<file path="config.mk">
export PLATFORM = sky130hd
export DESIGN_NAME = op_exec
export DESIGN_NICKNAME = d
export VERILOG_FILES = /design/src/rtl/op_exec_pkg.sv /design/src/rtl/op_exec.sv
export VERILOG_INCLUDE_DIRS = /design/src /design/src/rtl
export SDC_FILE = /design/constraint.sdc
export NUM_CORES = 2
export LEC_CHECK = 0
export BUFFER_PORTS_ARGS = -buffer_cell sky130_fd_sc_hd__buf_4
export CAP_MARGIN = 15
export CELL_PAD_IN_SITES_DETAIL_PLACEMENT = 1
export CELL_PAD_IN_SITES_GLOBAL_PLACEMENT = 1
export CORE_MARGIN = 1.5
export CORE_UTILIZATION = 50
export DETAILED_ROUTE_END_ITERATION = 6
export PLACE_DENSITY = 0.79
export SYNTH_ARGS = -nofsm -noshare
export SYNTH_HDL_FRONTEND = slang
export SYNTH_SLANG_ARGS = --single-unit
</file>
<file path="constraint.sdc">
create_clock -name clk_sys -period 15.2 [get_ports clk_sys]
set_clock_uncertainty 0.05 [all_clocks]
set_input_delay 0 -clock clk_sys [delete_from_list [all_inputs] [get_ports clk_sys]]
set_output_delay 0 -clock clk_sys [all_outputs]
set_load 0.02 [all_outputs]
</file>
<file path="src/rtl/op_exec_params.svh">
`ifndef OP_EXEC_PARAMS_SVH
`define OP_EXEC_PARAMS_SVH

// Opcode layout of the 14-bit instruction word.
`define OPW_WIDTH 14
`define DATA_WIDTH 8
`define ADDR_WIDTH 7
`define FILE_DEPTH 128
`define DEST_BIT 7
`define ADDR_MSB 6
`define OPC6_MSB 13
`define OPC6_LSB 8
`define OPC7_MSB 13
`define OPC7_LSB 7
// Six-bit major codes for the file operations.
`define OPC6_COMPLEMENT 6'h09
`define OPC6_DECREMENT 6'h03
// Seven-bit code of the accumulator clear.
`define OPC7_CLEAR_ACC 7'h02
// Full word of the watchdog clear.
`define OPW_WATCHDOG_CLEAR 14'h0064
// Reset and clear values.
`define ZERO_BYTE 8'h00
`define WATCHDOG_WIDTH 8
`define PRESCALER_WIDTH 8
`define WATCHDOG_ZERO 8'h00
`define PRESCALER_ZERO 8'h00
`define FLAG_SET 1'b1

// Register port offsets.
`define REG_ACCUMULATOR 8'h00
`define REG_STATUS 8'h01
`define REG_WATCHDOG 8'h02
`define REG_PRESCALER 8'h03
`define REG_FILE_BASE 8'h80
`define STATUS_ZERO_BIT 0
`define STATUS_PDOWN_BIT 3
`define STATUS_TOUT_BIT 4
// Address bit that selects the file register window.
`define FILE_SEL_BIT 7
// Steps of the decrement and of the watchdog advance.
`define DEC_STEP 8'h01
`define WATCHDOG_STEP 8'h01
`define FLAG_CLEAR 1'b0

`endif

</file>
<file path="src/rtl/op_exec_pkg.sv">
package op_exec_pkg;
    // Decoded operation kinds.
    typedef enum logic [2:0] {
        op_none,
        clear_accumulator_op,
        complement_file_op,
        decrement_file_op,
        watchdog_clear_op
    } op_kind_e;

    // Instruction presented to the execution stage.
    typedef struct packed {
        logic valid;
        logic [13:0] word;
    } instr_s;

    // Core status outputs.
    typedef struct packed {
        logic zero_flag;
        logic timeout_status_flag;
        logic powerdown_status_flag;
    } core_flags_s;
endpackage
</file>
<file path="src/rtl/op_exec.sv">
// Overview of operation
// - Clear accumulator op zeroes accumulator, sets zero.
// - Complement op inverts file register, updates zero.
// - Destination bit zero to accumulator, one to file.
// - Watchdog clear zeroes counter, prescaler, sets status.
// - Decrement op subtracts one, updates zero flag.
`timescale 1ns/1ps
`include "op_exec_params.svh"

module op_exec
    import op_exec_pkg::*;
(
    // Clock and reset.
    input wire logic clk_sys,
    input wire logic reset,
    // Instruction stream, one word per cycle.
    input wire instr_s instr,
    // Watchdog advance pulse from the clock source.
    input wire logic watchdog_tick,
    // Register port.
    input wire logic [7:0] reg_addr,
    input wire logic [7:0] reg_wdata,
    input wire logic reg_wr,
    input wire logic reg_rd,
    output logic [7:0] reg_rdata,
    // Core state.
    output core_flags_s flags,
    output logic [7:0] accumulator,
    output logic [7:0] watchdog_counter,
    output logic done
);

    // File registers, one byte per address; contents are not reset.
    logic [7:0] file_mem [0:`FILE_DEPTH-1];
    // Accumulator and zero flag.
    logic [7:0] acc_r;
    logic [7:0] acc_nxt;
    logic zero_r;
    logic zero_nxt;
    // Watchdog counter and its prescaler.
    logic [7:0] wdog_r;
    logic [7:0] wdog_nxt;
    logic [7:0] pre_r;
    logic [7:0] pre_nxt;
    // Time-out and power-down status.
    logic tout_r;
    logic tout_nxt;
    logic pdown_r;
    logic pdown_nxt;
    // Completion pulse.
    logic done_r;
    logic done_nxt;
    // Register read data.
    logic [7:0] rdata_r;
    logic [7:0] rdata_nxt;
    // File register write port.
    logic file_we;
    logic [6:0] file_waddr;
    logic [7:0] file_wdata;
    // Decoded instruction and its operand.
    op_kind_e kind;
    logic [6:0] faddr;
    logic [7:0] fval;
    logic [7:0] result;
    logic dest_file;
    logic is_file_op;
    // Register port writes that are taken this cycle.
    logic ctl_wr;
    logic file_wr;

    // Classifies an instruction word into an operation kind.
    function automatic op_kind_e decode(input logic [13:0] w);
        if (w == `OPW_WATCHDOG_CLEAR)
            return watchdog_clear_op;
        else if (w[`OPC7_MSB:`OPC7_LSB] == `OPC7_CLEAR_ACC)
            return clear_accumulator_op;
        else if (w[`OPC6_MSB:`OPC6_LSB] == `OPC6_COMPLEMENT)
            return complement_file_op;
        else if (w[`OPC6_MSB:`OPC6_LSB] == `OPC6_DECREMENT)
            return decrement_file_op;
        else
            return op_none;
    endfunction

    // Tells whether a port address falls in the file register window.
    function automatic logic in_file(input logic [7:0] a);
        return a[`FILE_SEL_BIT];
    endfunction

    // File register index of a port address inside the window.
    function automatic logic [6:0] file_index(input logic [7:0] a);
        return a[`ADDR_MSB:0];
    endfunction

    // Decode of the presented word; an idle slot decodes to no operation.
    assign kind = instr.valid ? decode(instr.word) : op_none;
    assign faddr = instr.word[`ADDR_MSB:0];
    assign fval = file_mem[faddr];
    assign dest_file = instr.word[`DEST_BIT];
    assign is_file_op = kind == complement_file_op || kind == decrement_file_op;

    // Port writes are dropped whenever an operation is taken at the same edge.
    assign ctl_wr = reg_wr && kind == op_none && !in_file(reg_addr);
    assign file_wr = reg_wr && kind == op_none && in_file(reg_addr);

    // Result of a file operation, shared by both destinations.
    always_comb
    begin
        result = `ZERO_BYTE;
        case (kind)
            complement_file_op: result = ~fval;
            decrement_file_op: result = fval - `DEC_STEP;
            default: result = `ZERO_BYTE;
        endcase
    end

    // Accumulator and zero flag; every operation finishes in this cycle.
    always_comb
    begin
        acc_nxt = acc_r;
        zero_nxt = zero_r;
        case (kind)
            clear_accumulator_op:
            begin
                acc_nxt = `ZERO_BYTE;
                zero_nxt = `FLAG_SET;
            end
            complement_file_op, decrement_file_op:
            begin
                zero_nxt = result == `ZERO_BYTE;
                if (!dest_file)
                    acc_nxt = result;
            end
            default:
            begin
                if (ctl_wr && reg_addr == `REG_ACCUMULATOR)
                    acc_nxt = reg_wdata;
                if (ctl_wr && reg_addr == `REG_STATUS)
                    zero_nxt = reg_wdata[`STATUS_ZERO_BIT];
            end
        endcase
    end

    // Accumulator and zero flag registers.
    always_ff @(posedge clk_sys or posedge reset)
    begin
        if (reset)
        begin
            acc_r <= `ZERO_BYTE;
            zero_r <= `FLAG_CLEAR;
        end
        else
        begin
            acc_r <= acc_nxt;
            zero_r <= zero_nxt;
        end
    end

    // Watchdog counter and prescaler; a clear beats a tick in the same cycle.
    always_comb
    begin
        wdog_nxt = wdog_r;
        pre_nxt = pre_r;
        if (kind == watchdog_clear_op)
        begin
            wdog_nxt = `WATCHDOG_ZERO;
            pre_nxt = `PRESCALER_ZERO;
        end
        else
        begin
            if (watchdog_tick)
                wdog_nxt = wdog_r + `WATCHDOG_STEP;
            if (ctl_wr && reg_addr == `REG_PRESCALER)
                pre_nxt = reg_wdata;
        end
    end

    // Watchdog counter and prescaler registers.
    always_ff @(posedge clk_sys or posedge reset)
    begin
        if (reset)
        begin
            wdog_r <= `WATCHDOG_ZERO;
            pre_r <= `PRESCALER_ZERO;
        end
        else
        begin
            wdog_r <= wdog_nxt;
            pre_r <= pre_nxt;
        end
    end

    // Time-out and power-down status; the watchdog clear sets both.
    always_comb
    begin
        tout_nxt = tout_r;
        pdown_nxt = pdown_r;
        if (kind == watchdog_clear_op)
        begin
            tout_nxt = `FLAG_SET;
            pdown_nxt = `FLAG_SET;
        end
        else if (ctl_wr && reg_addr == `REG_STATUS)
        begin
            tout_nxt = reg_wdata[`STATUS_TOUT_BIT];
            pdown_nxt = reg_wdata[`STATUS_PDOWN_BIT];
        end
    end

    // Status flag registers; both come out of reset set.
    always_ff @(posedge clk_sys or posedge reset)
    begin
        if (reset)
        begin
            tout_r <= `FLAG_SET;
            pdown_r <= `FLAG_SET;
        end
        else
        begin
            tout_r <= tout_nxt;
            pdown_r <= pdown_nxt;
        end
    end

    // Completion pulse for any recognised operation.
    always_comb
    begin
        done_nxt = kind != op_none;
    end

    // Completion pulse register; high for exactly one cycle per operation.
    always_ff @(posedge clk_sys or posedge reset)
    begin
        if (reset)
            done_r <= `FLAG_CLEAR;
        else
            done_r <= done_nxt;
    end

    // Register read data, shown in the cycle after the read strobe only.
    always_comb
    begin
        rdata_nxt = `ZERO_BYTE;
        if (reg_rd)
        begin
            if (in_file(reg_addr))
                rdata_nxt = file_mem[file_index(reg_addr)];
            else
            begin
                case (reg_addr)
                    `REG_ACCUMULATOR: rdata_nxt = acc_r;
                    `REG_STATUS:
                    begin
                        rdata_nxt[`STATUS_ZERO_BIT] = zero_r;
                        rdata_nxt[`STATUS_PDOWN_BIT] = pdown_r;
                        rdata_nxt[`STATUS_TOUT_BIT] = tout_r;
                    end
                    `REG_WATCHDOG: rdata_nxt = wdog_r;
                    `REG_PRESCALER: rdata_nxt = pre_r;
                    default: rdata_nxt = `ZERO_BYTE;
                endcase
            end
        end
    end

    // Read data register; it falls back to zero when no read was made.
    always_ff @(posedge clk_sys or posedge reset)
    begin
        if (reset)
            rdata_r <= `ZERO_BYTE;
        else
            rdata_r <= rdata_nxt;
    end

    // File write port; an operation result has priority over a port write.
    always_comb
    begin
        file_we = 1'b0;
        file_waddr = faddr;
        file_wdata = `ZERO_BYTE;
        if (is_file_op && dest_file)
        begin
            file_we = 1'b1;
            file_wdata = result;
        end
        else if (file_wr)
        begin
            file_we = 1'b1;
            file_waddr = file_index(reg_addr);
            file_wdata = reg_wdata;
        end
    end

    // File register array; a following operation sees the new value.
    always_ff @(posedge clk_sys)
    begin
        if (file_we)
            file_mem[file_waddr] <= file_wdata;
    end

    // Outputs straight from the state registers.
    assign reg_rdata = rdata_r;
    assign accumulator = acc_r;
    assign watchdog_counter = wdog_r;
    assign flags = '{zero_flag: zero_r, timeout_status_flag: tout_r,
                     powerdown_status_flag: pdown_r};
    assign done = done_r;

endmodule

</file>
==> results_dict.tcl <==
set metrics [dict create \
    die_h_um 320 \
    clkLatencyLatePin_ns 0.70 \
    synth_cell_types 64 \
    cp.arrival_ns 6.71 \
    power_density_mw_per_mm2 116 \
    required_ns 15.48 \
    rsz0062_at_grt "false" \
    multi_input_area_mm2 0.0174 \
    p_leak_nw 17.3 \
    netlist.area_leader.share_pct 61.4 \
    grt_overflow 0 \
    setup_tns_ns 0 \
    worstSetupPathType "in2reg" \
    vias 29417 \
    ir_drop_uv 85.0 \
    maxSlewHeadroom_pct 10.3 \
    first_iter_violations 4576 \
    cts_max_path_buffers 3 \
    r2r_end "file_mem[122][4]$_DFFE_PP_" \
    ant_nets 0 \
    final_cells 4007 \
    port_buffers 63 \
    power_frac_seq_pct 50.3 \
    setup_viol 0 \
    drive_gt1_share_pct 33.6 \
    via_per_inst 7.34 \
    total_power_mw 6.46 \
    htree_levels 3 \
    dieArea_mm2 0.102 \
    regToRegStartpoint "file_mem[0][0]$_DFFE_PP_" \
    post_cts_buffers 0 \
    p_sw_mw 1.54 \
    core-area_mm2 0.0989 \
    grt_max_degree 129 \
    cts_tree "yes" \
    dp.cells 3759 \
    synthCells 2543 \
    grt_usage_pct 31.5 \
    clock.fmax_ghz 0.156 \
    yosysSeqAreaShare_pct 63.2 \
    min_period_ns 6.43 \
    mostFrequentLayoutCells "edfxtp_1 (1,024), mux4_2 (573), nor2_1 (172)" \
    initial_core_util_pct 50.7 \
    synthArstFlopShare_pct 3.40 \
    num_rows 115 \
    power.share.clock_pct 40.0 \
    r2r_cells 13 \
    worst-path-max-fanout 96 \
    ff_latch_area_mm2 0.0317 \
    cts_sinks 1060 \
    min_from "instr[11]" \
    clkTransAtPathRegs_ns 0.07 \
    hold-path-cell-count 6 \
    slew_violations 0 \
    die_x_um 320 \
    p_sw_share_pct 23.8 \
    synth_area_leader_cell "edfxtp_1" \
    synth_area_mm2 0.0501 \
    ys_top_cells_by_area "edfxtp_1 (61%), mux4_2 (26%), mux2i_1 (1.9%)" \
    drv_cap 0 \
    worst_pin_slew_ns 1.35 \
    cts_made_buffers 108 \
    antenna_found_initial 8 \
    layout_commonest_cell "edfxtp_1" \
    whs_ns 0.0246 \
    gp_congestion 0.938 \
    timing.final.hold_violations 0 \
    grt_pass1_wl_um 229000 \
    fin_nets 2670 \
    wirelength_um 159000 \
    cp-end-kind "register" \
    grt_pass1_vias 30493 \
    hold_end "accumulator[4]$_DFFE_PP0P_" \
    firstDrtPassIters 6 \
    synth_seq_cells 1060 \
    syn_area_per_cell_um2 19.7 \
    synth_warnings 0 \
    ios 64 \
    hpwl_um 101000 \
    crit_path_start_kind "input port" \
    status "finished clean" \
    area_delta_synth_final_pct 11.3 \
    cts_root_buf "clkbuf_16" \
    synth_flop_cell "edfxtp_1" \
    drcViolationCount 0 \
    rrSetupSlack_ns 9.63 \
    intPower_mw 4.92 \
    num-fill-cells 8424 \
    wl_per_cell_um 39.6 \
    min_period_over_period_pct 42.3 \
    synth_edf_count 1024 \
    synthesis.nets 2581 \
    power_frac_comb_pct 9.7 \
    min-delay-path-class "in2reg" \
]
[worst max-delay path, cell delays in order]
cell      delay (ns)
buf_6           0.36
buf_4           0.48
buf_4           0.53
buf_4           0.72
or3b_2          0.69
o221ai_1        0.26
a211oi_1        0.54
a211oi_1        0.17
buf_4           0.22
o32a_1          0.36
o31ai_1         0.29
xnor2_1         0.10
nand2b_1        0.22
o21ai_4         0.67
buf_4           0.84
[through the flow]
step,worst slack (ns),cell area [µm²],utilization (%)
final,8.77,55800,56.4
after global routing,8.58,55700,56.4
after CTS,8.83,55600,56.3
after detailed placement,8.20,51900,52.5
after global placement,8.40,51700,52.3
after floorplan,6.41,50100,-
[worst max path at each step]
stage,start,endpoint,slack (ns),cells past startpoint
after floorplan,instr[0],file_mem[0][4]$_DFFE_PP_,6.41,14
final,instr[1],file_mem[122][4]$_DFFE_PP_,8.77,15
after detailed placement,instr[1],file_mem[73][5]$_DFFE_PP_,8.20,15
after CTS,instr[1],file_mem[74][5]$_DFFE_PP_,8.83,15
after global routing,instr[1],file_mem[13][0]$_DFFE_PP_,8.58,12
after global placement,instr[1],file_mem[41][1]$_DFFE_PP_,8.40,12
[flip-flops by register name (all words and copies together) (netlist names)]
signal            cells
file_mem           1024
accumulator           8
pre_r                 8
reg_rdata             8
watchdog_counter      8
done                  1
pdown_r               1
tout_r                1
zero_r                1
[Yosys cell counts (4+ instances only)]
cell type	count
edfxtp_1	1024
a211oi_1	20
a221oi_1	8
nand2b_1	14
buf_1	27
or2_2	4
and3_1	5
inv_1	13
xor2_1	8
nand3b_1	7
xnor2_1	5
and2_1	5
a211o_1	4
mux2_2	21
nand3_1	12
o221ai_1	26
o31ai_1	4
clkbuf_1	97
mux4_2	573
o21ai_0	27
nor2b_1	16
nor2_1	174
a31oi_1	8
a22o_1	19
buf_6	18
a22oi_1	47
mux2i_1	93
a21oi_1	36
buf_4	19
o32a_1	5
or3_1	9
nand2_1	63
nor3_1	10
buf_2	44
dfrtp_1	34
[cell type report]
cell class              instances  share of cell area, %
well taps                    1287                   2.89
diodes                          5                 0.0224
multi-input cells            1261                   31.3
clock buffers                 138                   5.09
inverters                      16                  0.108
flip-flops and latches       1060                   56.8
repair buffers                185                   3.01
clock inverters                55                  0.855
[cells by family (layout without fill, tap and decap cells)]
family,count (synthesis),after routing,synth area share (%)
flip-flops,1060,1060,63.2
other,0,5,0
adder cells (fa/ha/maj),2,2,0.0499
AO/OA/AOI/OAI,224,224,3.22
AND/OR/NAND/NOR,335,335,3.03
XOR/XNOR,13,13,0.227
multiplexers,687,687,28.1
buffers and inverters,222,394,2.21
[what timing repair did]
action | CTS | global route
gates resized for setup | 0 | 0
hold buffers | 40 | 0
endpoints found under the hold margin | 123 | 0
[metal layers]
metal  vias to the layer above  part of all wire [%]  GRT usage (%)
met2                      2148                    48           49.6
met1                     15724                    36           42.0
met5                         -                 0.035              0
met4                         8                   5.2           14.8
li1                      11110                     -              -
met3                       427                    11           7.43
[power groups by stage]
stage               Clock [mW]  Sequential [mW]  Combinational [mW]
floorplan                    0             3.33               0.367
global placement             0             3.31               0.586
detailed placement           0             3.31               0.602
CTS                       2.59             3.25               0.614
global route              2.69             3.25               0.648
finish                    2.58             3.25               0.625
(Power assumes the default switching activity.)
